`src/ast_params.svh`:
```
// Register map, field positions, reset values and counts of the serial port
`ifndef AST_PARAMS_SVH
`define AST_PARAMS_SVH

// ----------------------------------------------------------------------
// Register offsets
// ----------------------------------------------------------------------
`define AST_OFF_STATUS   3'h0
`define AST_OFF_CTRL_ONE 3'h1
`define AST_OFF_CTRL_TWO 3'h2
`define AST_OFF_DIVISOR  3'h3
`define AST_OFF_DATA     3'h4

// ----------------------------------------------------------------------
// Status bits
// ----------------------------------------------------------------------
`define AST_ST_PERR  7
`define AST_ST_NOISE 6
`define AST_ST_FERR  5
`define AST_ST_OERR  4
`define AST_ST_RIDLE 3
`define AST_ST_RXAV  2
`define AST_ST_TIDLE 1
`define AST_ST_TXE   0

// ----------------------------------------------------------------------
// Control one bits
// ----------------------------------------------------------------------
`define AST_C1_MASTER 7
`define AST_C1_WLEN   6
`define AST_C1_PEN    5
`define AST_C1_PODD   4
`define AST_C1_STOP2  3
`define AST_C1_RX9    2
`define AST_C1_BRK    1
`define AST_C1_TX9    0

// ----------------------------------------------------------------------
// Control two bits
// ----------------------------------------------------------------------
`define AST_C2_TXEN  7
`define AST_C2_RXEN  6
`define AST_C2_HIGH  5
`define AST_C2_TIIE  1
`define AST_C2_TEIE  0

// ----------------------------------------------------------------------
// Reset values and counts
// ----------------------------------------------------------------------
`define AST_RST_CTRL_ONE 8'h00
`define AST_RST_CTRL_TWO 8'h00
`define AST_RST_DIVISOR  8'h00
`define AST_PRE_LOW      6'h3f
`define AST_PRE_HIGH     6'h0f
`define AST_BITS_8_LAST  4'h7
`define AST_BITS_9_LAST  4'h8
`define AST_STOP_1_LAST  4'h0
`define AST_STOP_2_LAST  4'h1

`endif

```
`src/ast_pkg.sv`:
```
// Types shared by the serial port modules
package ast_pkg;

   typedef enum logic [2:0]
   {
      ST_IDLE,
      ST_PEND,
      ST_START,
      ST_DATA,
      ST_STOP
   } ast_tx_state_t;

endpackage : ast_pkg

```
`src/ast_baud_if.sv`:
```
// Link between the transmitter core and its baud generator
`timescale 1ns/1ns
`default_nettype none

interface ast_baud_if #(parameter int DIV_W = 8);
   logic             run;
   logic             high_speed;
   logic [DIV_W-1:0] divisor;
   logic             tick;

   modport gen  (input run, input high_speed, input divisor, output tick);
   modport core (output run, output high_speed, output divisor, input tick);
endinterface : ast_baud_if

`default_nettype wire

```
`src/ast_baud_gen.sv`:
```
// Baud generator: one tick per bit period
`timescale 1ns/1ns
`default_nettype none

`include "ast_params.svh"

module ast_baud_gen
   import ast_pkg::*;
#(
   parameter int DIV_W = 8
)
(
   // Clock and reset
   input  wire logic  i_sys_clk,
   input  wire logic  i_rst,
   // Core side
   ast_baud_if.gen    bif
);

   logic [5:0]       pre_ff;
   logic [5:0]       nxt_pre;
   logic [DIV_W-1:0] cnt_ff;
   logic [DIV_W-1:0] nxt_cnt;

   wire logic [5:0] pre_last  = bif.high_speed ? `AST_PRE_HIGH : `AST_PRE_LOW;
   wire logic       pre_end   = (pre_ff == pre_last);
   wire logic       cnt_end   = (cnt_ff == bif.divisor);

   // Period is prescale times (divisor plus one); held clear when stopped
   // so every frame starts a fresh full period
   assign bif.tick = bif.run & pre_end & cnt_end;
   assign nxt_pre  = (!bif.run || pre_end) ? 6'h00 : pre_ff + 6'h01;
   assign nxt_cnt  = (!bif.run || (pre_end && cnt_end)) ? '0 :
                     (pre_end ? cnt_ff + 1'b1 : cnt_ff);

   always_ff @(posedge i_sys_clk)
   begin
      if (i_rst)
      begin
         pre_ff <= 6'h00;
         cnt_ff <= '0;
      end
      else
      begin
         pre_ff <= nxt_pre;
         cnt_ff <= nxt_cnt;
      end
   end

endmodule : ast_baud_gen

`default_nettype wire

```
`src/ast_tx_top.sv`:
```
// Serial port transmitter, format control and register file
//
// Chosen here: the address-and-strobe port and the placing of the registers.
`timescale 1ns/1ns
`default_nettype none

`include "ast_params.svh"

module ast_tx_top
   import ast_pkg::*;
#(
   parameter int DIV_W = 8
)
(
   // Clock and reset
   input  wire logic       i_sys_clk,
   input  wire logic       i_rst,
   // Register port
   input  wire logic [2:0] i_addr,
   input  wire logic [7:0] i_wdata,
   input  wire logic       i_wr,
   input  wire logic       i_rd,
   output logic      [7:0] o_rdata,
   // Serial pins
   output logic            o_serial_out,
   output logic            o_serial_out_oe,
   output logic            o_serial_in_sel,
   // Interrupt request
   output logic            o_irq
);

   // ----------------------------------------------------------------------
   // Parity and word assembly
   // ----------------------------------------------------------------------
   function automatic logic [8:0] ast_frame_word(
      input logic [7:0] data,
      input logic       ninth,
      input logic       wlen9,
      input logic       pen,
      input logic       podd
   );
      logic [8:0] w;
      w = {ninth, data};
      if (pen)
      begin
         // Parity takes the MSB slot, computed over payload only
         if (wlen9)
            w[8] = (^data) ^ podd;
         else
            w[7] = (^data[6:0]) ^ podd;
      end
      return w;
   endfunction : ast_frame_word

   // ----------------------------------------------------------------------
   // State
   // ----------------------------------------------------------------------
   ast_tx_state_t state_ff;
   ast_tx_state_t nxt_state;
   logic [7:0]    ctrl1_ff;
   logic [7:0]    nxt_ctrl1;
   logic [7:0]    ctrl2_ff;
   logic [7:0]    nxt_ctrl2;
   logic [7:0]    div_ff;
   logic [7:0]    nxt_div;
   logic [8:0]    shift_ff;
   logic [8:0]    nxt_shift;
   logic [8:0]    hold_ff;
   logic [8:0]    nxt_hold;
   logic          hold_valid_ff;
   logic          nxt_hold_valid;
   logic [3:0]    cnt_ff;
   logic [3:0]    nxt_cnt;
   logic          line_ff;
   logic          nxt_line;
   logic          txe_ff;
   logic          nxt_txe;
   logic          tidle_ff;
   logic          nxt_tidle;
   logic          armed_ff;
   logic          nxt_armed;
   logic [7:0]    rdata_ff;
   logic [7:0]    nxt_rdata;
   logic          irq_ff;
   logic          nxt_irq;

   ast_baud_if #(.DIV_W(DIV_W)) bif ();

   // ----------------------------------------------------------------------
   // Decode
   // ----------------------------------------------------------------------
   wire logic sel_stat  = (i_addr == `AST_OFF_STATUS);
   wire logic sel_c1    = (i_addr == `AST_OFF_CTRL_ONE);
   wire logic sel_c2    = (i_addr == `AST_OFF_CTRL_TWO);
   wire logic sel_div   = (i_addr == `AST_OFF_DIVISOR);
   wire logic sel_data  = (i_addr == `AST_OFF_DATA);

   wire logic master    = ctrl1_ff[`AST_C1_MASTER];
   wire logic tx_run    = master & ctrl2_ff[`AST_C2_TXEN];
   wire logic busy      = (state_ff == ST_START) |
                          (state_ff == ST_DATA) |
                          (state_ff == ST_STOP);
   wire logic data_wr   = i_wr & sel_data;
   // Write only after a status read and with the holding register free
   wire logic data_take = data_wr & master & txe_ff & armed_ff;

   // One format for both directions
   wire logic wlen9     = ctrl1_ff[`AST_C1_WLEN];
   wire logic two_stop  = ctrl1_ff[`AST_C1_STOP2];
   wire logic [8:0] word_in = ast_frame_word(i_wdata,
                                             ctrl1_ff[`AST_C1_TX9],
                                             wlen9,
                                             ctrl1_ff[`AST_C1_PEN],
                                             ctrl1_ff[`AST_C1_PODD]);
   wire logic [3:0] data_last = wlen9 ? `AST_BITS_9_LAST
                                      : `AST_BITS_8_LAST;
   wire logic [3:0] stop_last = two_stop ? `AST_STOP_2_LAST
                                         : `AST_STOP_1_LAST;

   // Receive side is idle with no flags while the receiver is not built in
   wire logic [7:0] status_word = {1'b0, 1'b0, 1'b0, 1'b0,
                                   1'b1, 1'b0, tidle_ff, txe_ff};

   // ----------------------------------------------------------------------
   // Control registers
   // ----------------------------------------------------------------------
   always_comb
   begin
      nxt_ctrl1 = ctrl1_ff;
      nxt_ctrl2 = ctrl2_ff;
      nxt_div   = div_ff;
      if (i_wr && sel_c1)
      begin
         nxt_ctrl1 = i_wdata;
         nxt_ctrl1[`AST_C1_RX9] = ctrl1_ff[`AST_C1_RX9];
      end
      if (i_wr && sel_c2)
         nxt_ctrl2 = i_wdata;
      if (i_wr && sel_div)
         nxt_div = i_wdata;
      // Disabled port drops transmit and receive enables and break, keeps format and rate
      if (!nxt_ctrl1[`AST_C1_MASTER])
      begin
         nxt_ctrl1[`AST_C1_BRK]  = 1'b0;
         nxt_ctrl2[`AST_C2_TXEN] = 1'b0;
         nxt_ctrl2[`AST_C2_RXEN] = 1'b0;
      end
   end

   // ----------------------------------------------------------------------
   // Transmitter
   // ----------------------------------------------------------------------
   always_comb
   begin
      nxt_state      = state_ff;
      nxt_shift      = shift_ff;
      nxt_hold       = hold_ff;
      nxt_hold_valid = hold_valid_ff;
      nxt_cnt        = cnt_ff;
      nxt_txe        = txe_ff;
      nxt_tidle      = tidle_ff;

      if (data_take)
      begin
         nxt_tidle = 1'b0;
         if (state_ff == ST_IDLE)
         begin
            // Straight into the shifter; the empty flag stays set
            nxt_shift = word_in;
            nxt_state = ST_PEND;
         end
         else
         begin
            nxt_hold       = word_in;
            nxt_hold_valid = 1'b1;
            nxt_txe        = 1'b0;
         end
      end

      unique case (state_ff)
         ST_IDLE:
            ;
         ST_PEND:
         begin
            // A preloaded word waits here until the transmitter is enabled
            if (tx_run)
               nxt_state = ST_START;
         end
         ST_START:
         begin
            if (bif.tick)
            begin
               nxt_state = ST_DATA;
               nxt_cnt   = data_last;
            end
         end
         ST_DATA:
         begin
            if (bif.tick)
            begin
               if (cnt_ff == 4'h0)
               begin
                  nxt_state = ST_STOP;
                  nxt_cnt   = stop_last;
               end
               else
               begin
                  nxt_shift = {1'b1, shift_ff[8:1]};
                  nxt_cnt   = cnt_ff - 4'h1;
               end
            end
         end
         ST_STOP:
         begin
            if (bif.tick)
            begin
               if (cnt_ff == 4'h0)
               begin
                  // Set wins over a clear in the same cycle
                  nxt_tidle = 1'b1;
                  if (nxt_hold_valid)
                  begin
                     // Reload only after the last stop bit is out
                     nxt_shift      = nxt_hold;
                     nxt_hold_valid = 1'b0;
                     nxt_txe        = 1'b1;
                     nxt_state      = ST_START;
                  end
                  else
                     nxt_state = ST_IDLE;
               end
               else
                  nxt_cnt = cnt_ff - 4'h1;
            end
         end
      endcase

      // Transmit enable dropped mid-frame resets the transmitter
      if (busy && !tx_run)
      begin
         nxt_state      = ST_IDLE;
         nxt_hold_valid = 1'b0;
         nxt_txe        = 1'b1;
         nxt_tidle      = 1'b1;
      end

      // Master disable empties everything and aborts at once
      if (!master)
      begin
         nxt_state      = ST_IDLE;
         nxt_hold_valid = 1'b0;
         nxt_txe        = 1'b1;
         nxt_tidle      = 1'b1;
      end
   end

   // Line level follows the state being entered; high outside frames
   assign nxt_line = (nxt_state == ST_START) ? 1'b0 :
                     (nxt_state == ST_DATA)  ? nxt_shift[0] :
                     1'b1;

   // ----------------------------------------------------------------------
   // Read side and interrupt
   // ----------------------------------------------------------------------
   // Status read arms the flag clear; any data write or disable disarms
   assign nxt_armed = !master ? 1'b0 :
                      (i_rd && sel_stat) ? 1'b1 :
                      data_wr ? 1'b0 : armed_ff;

   assign nxt_rdata = !i_rd    ? 8'h00 :
                      sel_stat ? status_word :
                      sel_c1   ? ctrl1_ff :
                      sel_c2   ? ctrl2_ff :
                      sel_div  ? div_ff :
                      8'h00;

   assign nxt_irq = master &
                    ((ctrl2_ff[`AST_C2_TEIE] & txe_ff) |
                     (ctrl2_ff[`AST_C2_TIIE] & tidle_ff));

   // ----------------------------------------------------------------------
   // Baud generator
   // ----------------------------------------------------------------------
   // Runs only during a frame so each start bit gets a full period
   assign bif.run        = busy & tx_run;
   assign bif.high_speed = ctrl2_ff[`AST_C2_HIGH];
   assign bif.divisor    = div_ff;

   ast_baud_gen #(.DIV_W(DIV_W)) u_baud (
      .i_sys_clk (i_sys_clk),
      .i_rst     (i_rst),
      .bif       (bif.gen)
   );

   // ----------------------------------------------------------------------
   // Flip-flops
   // ----------------------------------------------------------------------
   always_ff @(posedge i_sys_clk)
   begin
      if (i_rst)
      begin
         ctrl1_ff <= `AST_RST_CTRL_ONE;
         ctrl2_ff <= `AST_RST_CTRL_TWO;
         div_ff   <= `AST_RST_DIVISOR;
      end
      else
      begin
         ctrl1_ff <= nxt_ctrl1;
         ctrl2_ff <= nxt_ctrl2;
         div_ff   <= nxt_div;
      end
   end

   always_ff @(posedge i_sys_clk)
   begin
      if (i_rst)
      begin
         state_ff      <= ST_IDLE;
         shift_ff      <= 9'h1ff;
         hold_ff       <= 9'h000;
         hold_valid_ff <= 1'b0;
         cnt_ff        <= 4'h0;
         line_ff       <= 1'b1;
         txe_ff        <= 1'b1;
         tidle_ff      <= 1'b1;
      end
      else
      begin
         state_ff      <= nxt_state;
         shift_ff      <= nxt_shift;
         hold_ff       <= nxt_hold;
         hold_valid_ff <= nxt_hold_valid;
         cnt_ff        <= nxt_cnt;
         line_ff       <= nxt_line;
         txe_ff        <= nxt_txe;
         tidle_ff      <= nxt_tidle;
      end
   end

   always_ff @(posedge i_sys_clk)
   begin
      if (i_rst)
      begin
         armed_ff <= 1'b0;
         rdata_ff <= 8'h00;
         irq_ff   <= 1'b0;
      end
      else
      begin
         armed_ff <= nxt_armed;
         rdata_ff <= nxt_rdata;
         irq_ff   <= nxt_irq;
      end
   end

   // ----------------------------------------------------------------------
   // Outputs
   // ----------------------------------------------------------------------
   assign o_rdata         = rdata_ff;
   assign o_serial_out    = line_ff;
   assign o_serial_out_oe = tx_run;
   assign o_serial_in_sel = master & ctrl2_ff[`AST_C2_RXEN];
   assign o_irq           = irq_ff;

endmodule : ast_tx_top

`default_nettype wire

```
`config.mk`:
```
export PLATFORM = sky130hd
export DESIGN_NAME = ast_tx_top
export DESIGN_NICKNAME = d
export VERILOG_FILES = /design/src/ast_pkg.sv /design/src/ast_baud_if.sv /design/src/ast_baud_gen.sv /design/src/ast_tx_top.sv
export VERILOG_INCLUDE_DIRS = /design/src
export SDC_FILE = /design/constraint.sdc
export NUM_CORES = 1
export LEC_CHECK = 0
export BUFFER_PORTS_ARGS = -buffer_cell sky130_fd_sc_hd__clkbuf_2
export CORE_ASPECT_RATIO = 1.1
export CORE_MARGIN = 5
export CORE_UTILIZATION = 50
export CTS_CLUSTER_SIZE = 30
export DETAILED_ROUTE_END_ITERATION = 12
export GPL_ROUTABILITY_DRIVEN = 0
export PLACE_DENSITY = 0.67
export SLEW_MARGIN = 20
export SYNTH_ARGS = -nofsm -noshare
export SYNTH_HDL_FRONTEND = slang
export SYNTH_SLANG_ARGS = --single-unit
```
`constraint.sdc`:
```
create_clock -name i_sys_clk -period 5.16 [get_ports i_sys_clk]
set_input_delay 1.29 -clock i_sys_clk [delete_from_list [all_inputs] [get_ports i_sys_clk]]
set_output_delay 1.29 -clock i_sys_clk [all_outputs]
set_load 0.05 [all_outputs]
```
Yosys cells after proc, flatten, opt, wreduce, memory -nomap -nowiden. Cells that the tools add are included.

Register bits: 76. Input bits: 15. Word-level logic and storage cells: 142.

Add/sub/neg operators: 3. Equal/unequal tests: 16. Muxes and demuxes: 58. Bitwise logic cells: 20. Reductions and logical operators: 25.

Operator list (number): 2-to-1 mux 9 bit (9); 2-to-1 mux 8 bit (4); 2-to-1 mux 3 bit (10); 2-to-1 mux 4 bit (7); 2-to-1 mux 1 bit (22); == test 3 x 2 -> 1 bit (second input constant) (6); case mux 9 bit (2 select lines) (1); AND 1 bit (12); case mux 3 bit (4 select lines) (1); case mux 4 bit (3 select lines) (1); OR reduction 2 bit (5); adder 8 x 1 -> 8 bit (second input constant) (1); == test 8 bit (1); != test 2 bit (second input constant) (4); XOR reduction 8 bit (1); XOR reduction 7 bit (1); adder 6 x 1 -> 6 bit (second input constant) (1); == test 3 x 1 -> 1 bit (second input constant) (2); == test 3 bit (second input constant) (2); == test 6 bit (1); logical AND 1 bit (6); zero test 3 bit (2); 2-to-1 mux 6 bit (1); OR reduction 3 bit (2); other kinds (11) (19).

Logic depth before layout (Yosys ltp). Gate-level depths: netlist (run 1).

Depth after elaboration: 15. Mapped depth: 8. Gate-level depth less buffers: 8.

Modules after synthesis. From an unflattened synthesis (run 1), not the netlist that was laid out.

Cell total of the unflattened synthesis: 412. Area, all modules: 3741.1 um2.

Modules (own cells, without submodules): ast_tx_top (instances 1, cells an instance 334, area an instance 3017.9 um2, sequential area each 1241.2 um2); ast_baud_gen (instances 1, cells an instance 78, area an instance 723.2 um2, sequential area each 280.3 um2).

Least setup slack after synthesis (run 1). Ideal clock, no wire load.

Kind: in2reg. From: input port i_addr[1]. To: register shift_ff[3]. Setup time: 120 ps. Arrival: 3153 ps. Data required time: 5040 ps. Setup slack: 1888 ps. Stages on the path: 7. Path buffers: 1. Cell sequence: clkbuf_1 > or3b_2 > nor3_1 > o211ai_1 > a21oi_2 > o21ai_0 > a211o_1.

Cells in the longest elaborated chain, start to end: 10.

RTL lines: start: declaration (RTL line ast_tx_top.sv:19) `input wire logic [2:0] i_addr,`; == test 3 bit (no line) (*); AND 1 bit (*) (RTL line ast_tx_top.sv:103) `wire logic data_wr = i_wr & sel_data;`; AND 1 bit (*) (3 in series) (RTL line ast_tx_top.sv:105) `wire logic data_take = data_wr & master & txe_ff & armed_ff;`; 2-to-1 mux 9 bit / 2-to-1 mux 1 bit (equally long branches) (RTL line ast_tx_top.sv:163) `if (data_take)`; 2-to-1 mux 9 bit (RTL line ast_tx_top.sv:221) `if (nxt_hold_valid)`; 2-to-1 mux 9 bit (RTL line ast_tx_top.sv:217) `if (cnt_ff == 4'h0)`; 2-to-1 mux 9 bit (RTL line ast_tx_top.sv:215) `if (bif.tick)`; case mux 9 bit (2 select lines) (*) (RTL line ast_tx_top.sv:180) `unique case (state_ff)`; end signal: assignment (RTL line ast_tx_top.sv:330) `shift_ff <= nxt_shift;`; end: declaration (RTL line ast_tx_top.sv:66) `logic [8:0] shift_ff;`.

Every way passes the cells marked *; elsewhere a longest branch is shown, timed or not. A chain may end at the register's enable or synchronous reset.

Worst setup path after layout (run 1).
From: input port i_addr[0]. To: register shift_ff[2].

The elaborated chain is that of the path after synthesis.

==> metrics.txt, run 1 <==
status completed; Synth Area in Simple Gates around 23%; Die X roughly 92 um; Final min period 3.31 ns; Pre-Repair DR Iteration Count 4; post-CTS resize count 0; first-pass GRT wire length roughly 15000 um; Gate Count Post-Synth between 400 and 500; unrepaired setup endpoints after global routing false; Top Ports 27; Lkg Pwr approximately 1.4 nW; dominant cells by area after synthesis dfxtp_1 (41%), mux2i_1 (8.1%), nor2_1 (6.3%); setup_tns 0 ns; final net count 469; final hold slack about 0.46 ns; Top FF cell, synth dfxtp_1; Sequential cell area around 0.0015 mm^2; Worst VDD drop between 0.15 and 0.2 mV; # setup viols final 0; PD cells 282 mW/mm^2; Initial DRC Count ~160; post-synthesis xor/xnor area fraction between 6 and 7%; drt drc 0; final WL roughly 9000 um; Worst Clk Skew around 0.010 ns; Synth Area in Compound Gates approximately 17%; chip height about 100 um; # placed instances around 530; Int Power approximately 0.00088 W; Yosys top cell by area dfxtp_1; Critical Path Source Type primary input; Clock Tree Buf Depth 2; register share of total power approximately 50%; htree depth 3; antenna cells 0; initial antenna violation count 0; CTS sink count 76; Layout area overhead 10.3%; Clock power frac 42.7%; post-synthesis async set-or-reset flop share 0%; synthesized area per cell a little under 9 um^2; Distinct cells, synth between 50 and 60; Required @ worst endpoint ~5.4 ns; Total GRT Usage 20.7%; family with the most delay on the worst path compound AO/OA/AOI/OAI gates; Power Total 0.00115 W; pin count of the biggest net entering global routing 39; buffer count from post-CTS setup fixing 0; Worst-Skew Late Latency 0.35 ns; Synth Area in Adders between 1 and 1.5%; worst stage delay on the critical path roughly 0.54 ns; Rows 33; total grt overflow 0; Comb pwr share 5.7%; share of layout cells above drive strength 1 around 14%; main combinational cell family by area after synthesis simple AND/OR/NAND/NOR gates; Max Clk Rate a little over 300 MHz; largest fanout on the critical path 16; Psw roughly 0.00027 W; final hold vios 0; Clock Tree Root clkbuf_8; Slowest cell on crit path or3b_2; via-per-instance ratio 5.72; Starting Density about half; kind of critical path primary input to register; worst-path cell chain clkbuf_2, or3b_2, nor3_2, buf_4, o211ai_1, a21oi_2, o21ai_0, a211o_1; sequential cell area fraction in the yosys report between 40% and 50%; clock-pin slew on the worst setup and hold paths 0.08 ns; worst-margin pin slew approximately 0.98 ns; Mapped Nets 449; DP HPWL roughly 6600 um; hold_buf cts 0; Setup crit end kind register; min-delay worst type register to register; I/O Buffers 26; area of the multi-input gates approximately 0.0021 mm^2; synthesized flop and latch total 76; Max-Cap Viols 0; CTS buffer count 9; Routed Antenna Nets 0; PnR worst setup slack 1.85 ns; Worst Path Arrival about 3.6 ns; Non-Filler Instances around 540; filler cell count a little under 700; Switching Share 23.5%; top-area cell type share of the netlist area between 40% and 50%; synthesized cell area 0.00372 mm^2; Tcrit/Tclk final about 64%; CTS tree done; Avg WL per Cell about 17 um; Slew Viols, Final 0; Via Count between 3000 and 4000; core area 0.00735 mm^2; die area just over 0.009 mm^2; YS warnings 0; Post-synth EDFFs 0; worst slack, placed between 1.5 and 2 ns; Max-Slew Margin vs Limit approximately a third; vias in the first global route ~3000; Worst Path Buf+Inv 2; mux share of post-synthesis cell area under 10%
## final timing paths
check	end	depth (start not counted)	slack, ns	startpoint
max	shift_ff[2]	8	1.85	i_addr[0]
max reg2reg	o_serial_out	6	2.30	state_ff[2]
min	u_baud.pre_ff[0]	1	0.46	u_baud.pre_ff[0]
min reg2reg	u_baud.pre_ff[0]	1	0.46	u_baud.pre_ff[0]
## cell families (layout without fill, tap and decap cells)
family                     after synthesis  in the layout
xor gates and xnor gates                27             27
DFF                                     76             76
and+or+nand+nor                        174            174
adders and majority gates                4              4
AOI/OAI and AO/OA                       90             90
buffers and inverters                   27             51
muxes                                   32             32
## power groups by stage
stage | combinational [W] | sequential [W] | clock [W]
after floorplan | 0.0000412 | 0.000610 | 0
after global placement | 0.0000649 | 0.000608 | 0
after detailed placement | 0.0000657 | 0.000608 | 0
after CTS | 0.0000660 | 0.000594 | 0.000501
after global routing | 0.0000728 | 0.000595 | 0.000530
final | 0.0000662 | 0.000594 | 0.000493
## metal layers
metal	track usage (%)	share of wire (%)	vias to the layer above
met2	33.8	49	60
met4	8.91	1.9	0
met5	0	0	-
li1	-	-	1552
met3	3.75	3.5	13
met1	27.0	46	1470
## registers in the layout (all words and copies together), names as in the netlist
name           cells
ctrl2_ff           8
o_rdata            8
o_irq              1
hold_valid_ff      1
u_baud.cnt_ff      8
tidle_ff           1
bif.divisor        8
hold_ff            9
armed_ff           1
shift_ff           9
txe_ff             1
cnt_ff             4
ctrl1_ff           7
o_serial_out       1
state_ff           3
u_baud.pre_ff      6
## through the flow
stage | utilization (%) | area [um^2]
2_1_floorplan | - | 3720
3_3_place_gp | 52.8 | 3880
3_5_place_dp | 52.8 | 3880
4_1_cts | 55.8 | 4100
5_1_grt | 55.8 | 4100
6_report | 55.8 | 4100
## cells in the mapped netlist (all sizes together) (4+ instances only)
cell type,n
nor2b,7
mux2i,30
and3,5
nor3,13
nor3b,5
ha,4
nand4,6
dfxtp,76
a211o,6
xor2,5
xnor2,22
a22oi,5
nor2,62
buf,6
nand2,50
or3,5
nand3,4
o21ai,17
clkbuf,14
a21oi,31
inv,7
## cells in the final DEF (no fill, tap or decap), types with 2 or more instances in the layout
master	count
or3_1	4
a31oi_1	2
o2111ai_1	2
o31ai_1	2
clkinv_4	2
xor2_1	5
o211ai_1	2
or2_2	2
o221ai_1	2
and3_1	5
mux2i_1	30
nand2b_1	3
xnor2_1	22
or3b_2	2
and2_1	2
a211oi_1	3
o21bai_1	3
clkbuf_8	9
ha_1	4
nand3_1	4
a21o_1	3
nand4_1	6
nor3b_1	3
or4_4	2
dfxtp_1	76
clkbuf_2	26
nor2b_1	7
bufinv_16	2
mux2_2	2
a21oi_1	30
a22oi_1	5
inv_1	7
buf_4	3
a211o_1	6
nor3_2	2
nor2_1	62
nand2_1	50
nor4_1	3
nor3_1	11
o21ai_0	16
## area by class of cell
class | count | share of cell area [%]
Multi-Input combinational cell | 327 | 50.6
Clock buffer | 9 | 3.02
Timing Repair Buffer | 29 | 3.73
Inverter | 7 | 0.641
Tap cell | 87 | 2.66
Sequential cell | 76 | 37.1
Clock inverter | 6 | 2.20
(Power assumes the default switching activity.)
==> run 2: changes to the inputs <==
Settings changed: PLACE_DENSITY 0.67 to 0.7.
Clock period 5.16 ns to 2.95 ns, I/O delays scaled along.
==> run 2 against run 1 <==
Register-to-register slack lost 1.9 ns. Critical path type is now register to register. Cell count increased by 2.2%. Clock skew about the same. Via count grew 3.1%. Sequential power rose by 75%. Global-route usage fell by 0.66 points. Count of clock-buffer cells in the layout grew 3. Non-clock buffer count rose by 11.
==> metrics.txt, run 2 (synthesis gave the netlist of run 1 again) <==
final WL about 8700 um; register share of total power around half; Int Power ~0.0016 W; unrepaired setup endpoints after global routing false; post-CTS resize count 0; final net count 480; Rows 33; hold_buf cts 0; Total GRT Usage approximately 20%; first-pass GRT wire length roughly 15000 um; Psw around 0.00045 W; Setup crit end kind register; core area roughly 0.0073 mm^2; Via Count roughly 3200; Top Ports 27; pin count of the biggest net entering global routing 25; most common cell after layout, fill and taps aside dfxtp_1; chip height about 100 um; Clock Tree Root clkbuf_8; Clock power frac between 40 and 50%; total grt overflow 0; Tcrit/Tclk final just under 90%; initial antenna violation count 0; met1 usage between 20% and 30%; buffer count from post-CTS setup fixing 0; I/O Buffers 26; antenna cells 0; # setup viols final 0; Worst VDD drop 0.412 mV; PD cells slightly below 500 mW/mm^2; filler cell count between 600 and 700; Slew Viols, Final 0; Switching Share 22.1%; vias in the first global route about 3000; Worst-Skew Late Latency roughly 0.35 ns; htree depth 3; global route hottest layer met2; status completed; Initial DRC Count 150; Pre-Repair DR Iteration Count 4; biggest regs hold_ff: 9 flops, shift_ff: 9 flops; CTS buffer count 9; Starting Density between 50% and 60%; Final min period 2.57 ns; DP HPWL 6610 um; die area roughly 0.009 mm^2; kind of critical path register to register; Critical Path Source Type register; worst-margin pin slew 0.999 ns; setup_tns 0 ns; largest fanout on the critical path 5; CTS sink count between 70 and 80; via-per-instance ratio between 5 and 6; final hold slack 0.451 ns; Max Clk Rate between 300 and 400 MHz; Die X just over 90 um; Avg WL per Cell 15.7 um; Lkg Pwr ~1.4 nW; CTS tree done; Max-Slew Margin vs Limit between 30% and 40%; drt drc 0; Clock Tree Buf Depth 2; Worst Clk Skew 0.0107 ns; met3 usage around 5.2%; Routed Antenna Nets 0; Max-Cap Viols 0; most frequent cells in the layout dfxtp_1 (76), nor2_1 (62), nand2_1 (50); Worst Path Arrival roughly 2.8 ns; Comb pwr share around 6%; grt met2 use approximately a third; Layout area overhead 12.6%; Required @ worst endpoint 3.17 ns; clock-pin slew on the worst setup and hold paths 0.07 ns; final hold vios 0; min-delay worst type register to register; share of layout cells above drive strength 1 approximately 16%
-- run 2: cell count changes in the layout (fill, tap and decap cells not counted) --
| cell | delta |
|---|---|
| clkinv_4 | -2 |
| clkbuf_1 | +2 |
| buf_4 | +11 |
| clkbuf_8 | +1 |
-- run 2: per-layer routing --
metal	share of wire, %	routed length [um]
met1	44	3860
met2	50	4340
met3	4.6	401
met4	1.1	96
met5	0	0
-- run 2: final timing paths --
kind / slack [ns] / cells after the start / to / start
min: 0.45 / 1 / u_baud.pre_ff[0] / u_baud.pre_ff[0]
min reg2reg: 0.45 / 1 / u_baud.pre_ff[0] / u_baud.pre_ff[0]
max reg2reg: 0.38 / 8 / o_serial_out / cnt_ff[0]
max: 0.38 / 8 / o_serial_out / cnt_ff[0]
-- run 2: cell type report --
| cell class | count | area (um^2) | share of cell area [%] |
|---|---|---|---|
| Timing Repair Buffer | 40 | 235 | 5.62 |
| Clock inverter | 4 | 72.6 | 1.73 |
| Sequential cell | 76 | 1520 | 36.4 |
| Multi-Input combinational cell | 327 | 2070 | 49.6 |
| Inverter | 7 | 26.3 | 0.628 |
| Clock buffer | 12 | 145 | 3.47 |
| Tap cell | 87 | 109 | 2.60 |
-- run 2: power by group through the flow --
stage,Combinational [W],Clock (W),Sequential (W)
finish,0.000121,0.000860,0.00104
global route,0.000133,0.000935,0.00104
CTS,0.000121,0.000882,0.00104
detailed placement,0.000120,0,0.00106
global placement,0.000119,0,0.00106
floorplan,0.0000720,0,0.00107
-- run 2: worst max-delay path, cell delays in order, from the launching register on --
cell and delay (ns):
dfxtp_1 0.34, inv_1 0.10, ha_1 0.18, nor3b_2 0.28, o211ai_2 0.15, or4_4 0.59
or3_4 0.42, a221oi_4 0.29, o211ai_1 0.12
-- run 2: per-stage QoR --
step                      total power [W]  worst slack, ns  util, %  instances  cell area (um^2)
after CTS                         0.00204            0.389     56.9        553              4180
after floorplan                   0.00114            0.230        -        430              3720
after detailed placement          0.00118            0.198     54.0        537              3970
final                             0.00202            0.377     56.9        553              4180
after global placement            0.00118            0.278     54.0        537              3970
after global routing              0.00211            0.268     56.9        553              4180
==> run 3: changes to the inputs <==
Settings changed: PLACE_DENSITY 0.7 to 0.67.
Clock period 2.95 ns to 2.9 ns, I/O delays scaled along.
==> run 3 against run 2 <==
First-iteration DRC count down 6.0%. Critical path type unchanged. Clock power up 1%. Count of clock-buffer cells in the layout down 3. Sequential power about the same. Critical path depth unchanged. Critical endpoint unchanged. Combinational power up 3%. Non-clock buffer count up 1. Utilization up 0.051 points. Via count down 1.2%. Cell area about the same. Sequential share of layout area about the same.
==> metrics.txt, run 3 (synthesis gave the netlist of run 1 again) <==
final WL around 9000 um; vias in the first global route between 3000 and 4000; final hold vios 0; final hold slack 0.459 ns; setup_tns 0 ns; Worst setup endpoint o_serial_out; CTS sink count 76; Required @ worst endpoint approximately 3.1 ns; Clock Tree Buf Depth 2; Power Total just over 0.002 W; largest fanout on the critical path 5; reg2reg start cnt_ff[0]; Pre-Repair DR Iteration Count 6; Max-Cap Viols 0; Critical Path Source Type register; unrepaired setup endpoints after global routing false; first-pass GRT wire length between 15000 and 20000 um; Via Count roughly 3200; biggest regs hold_ff: 9 flops, shift_ff: 9 flops; post-CTS resize count 0; Clock power frac between 40% and 50%; Max-Slew Margin vs Limit about three fifths; Rows 33; most frequent cells in the layout dfxtp_1 (76), nor2_1 (62), nand2_1 (50); kind of critical path register to register; PD cells 490 mW/mm^2; I/O Buffers 26; min-delay worst type register to register; die area roughly 0.0093 mm^2; R2R Setup Slk 0.20 ns; final net count 481; drt drc 0; Switching Share a little under a quarter; Die X approximately 92 um; Worst VDD drop slightly below 0.5 mV; Initial DRC Count between 100 and 150; chip height ~100 um; Comb pwr share under 10%; Psw roughly 0.00048 W; core area approximately 0.0073 mm^2; status completed; Clock Tree Root clkbuf_8; initial antenna violation count 0; worst-path cell chain inv_1, ha_1, nor3b_2, o211ai_2, or4_4, or3_4, a221oi_4, o211ai_1; HP Start u_baud.pre_ff[0]; clock-pin slew on the worst setup and hold paths around 0.08 ns; via-per-instance ratio about 5.7; buffer count from post-CTS setup fixing 0; CTS tree done; Slew Viols, Final 0; worst reg2reg path depth 8; Max Clk Rate ~370 MHz; share of layout cells above drive strength 1 16.3%; total grt overflow 0; DP HPWL 6660 um; Critical path origin cnt_ff[0]; antenna cells 0; Routed Antenna Nets 0; Worst Clk Skew ~0.013 ns; most common cell after layout, fill and taps aside dfxtp_1; Layout area overhead 12.7%; pin count of the biggest net entering global routing 27; Worst-Skew Late Latency ~0.35 ns; Int Power 0.00157 W; Tcrit/Tclk final between 90% and 100%; Top Ports 27; htree depth 3; Total GRT Usage 20.9%; Worst R2R End o_serial_out; worst-margin pin slew approximately 0.57 ns; # setup viols final 0; Setup crit end kind register; register share of total power between 50 and 60%; PnR worst setup slack ~0.2 ns; Avg WL per Cell ~16 um; Final min period 2.70 ns; Worst Path Arrival approximately 2.9 ns; worst stage delay on the critical path around 0.6 ns; Slowest cell on crit path or4_4; worst slack, placed approximately 0.22 ns; CTS buffer count 9; Starting Density slightly above 50%; hold_buf cts 0; Lkg Pwr roughly 1.5 nW
run 3: changes by cell type in the layout (fill, tap and decap cells not counted), sizes merged:
cell	before	now
buf	14	15
clkinv	1	3
clkbuf	38	35
run 3: worst min path at each step:
stage | end | slack [ns] | cells after the start
global route | u_baud.pre_ff[0] | 0.49 | 1
finish | u_baud.pre_ff[0] | 0.46 | 1
global placement | u_baud.pre_ff[0] | 0.43 | 1
detailed placement | u_baud.pre_ff[0] | 0.44 | 1
floorplan | u_baud.pre_ff[0] | 0.42 | 1
CTS | u_baud.pre_ff[0] | 0.46 | 1
run 3: layout make-up:
cell class,instances,area (um^2)
clock inverter,6,90.1
timing repair buffer,41,243
clock buffer,9,124
tap,87,109
sequential,76,1520
inverter,7,26.3
fill,692,3160
multi-input combinational,327,2070
run 3: critical path, delay by kind of cell (launching register included):
kind / cells / cell delay (ns)
and+or+nand+nor: 3 / 1.41
AOI/OAI and AO/OA: 3 / 0.55
DFF: 1 / 0.34
adders and majority gates: 1 / 0.17
buffers and inverters: 1 / 0.10
run 3: power by group through the flow:
| stage | combinational, W | sequential [W] | clock [W] |
|---|---|---|---|
| 2_1_floorplan | 0.0000733 | 0.00109 | 0 |
| 3_3_place_gp | 0.000122 | 0.00108 | 0 |
| 3_5_place_dp | 0.000124 | 0.00108 | 0 |
| 4_1_cts | 0.000124 | 0.00106 | 0.000889 |
| 5_1_grt | 0.000136 | 0.00106 | 0.000933 |
| 6_report | 0.000125 | 0.00106 | 0.000871 |
run 3: per-stage QoR:
stage | area (um^2) | cells | util [%]
floorplan | 3720 | 430 | -
global placement | 3970 | 538 | 54.1
detailed placement | 3970 | 538 | 54.1
CTS | 4190 | 553 | 57.0
global route | 4190 | 553 | 57.0
finish | 4190 | 553 | 57.0
run 3: per-layer routing:
metal	track usage (%)	wire length (um)
met4	8.57	194
met5	0	0
met1	27.1	4220
met3	3.22	322
met2	34.7	4240
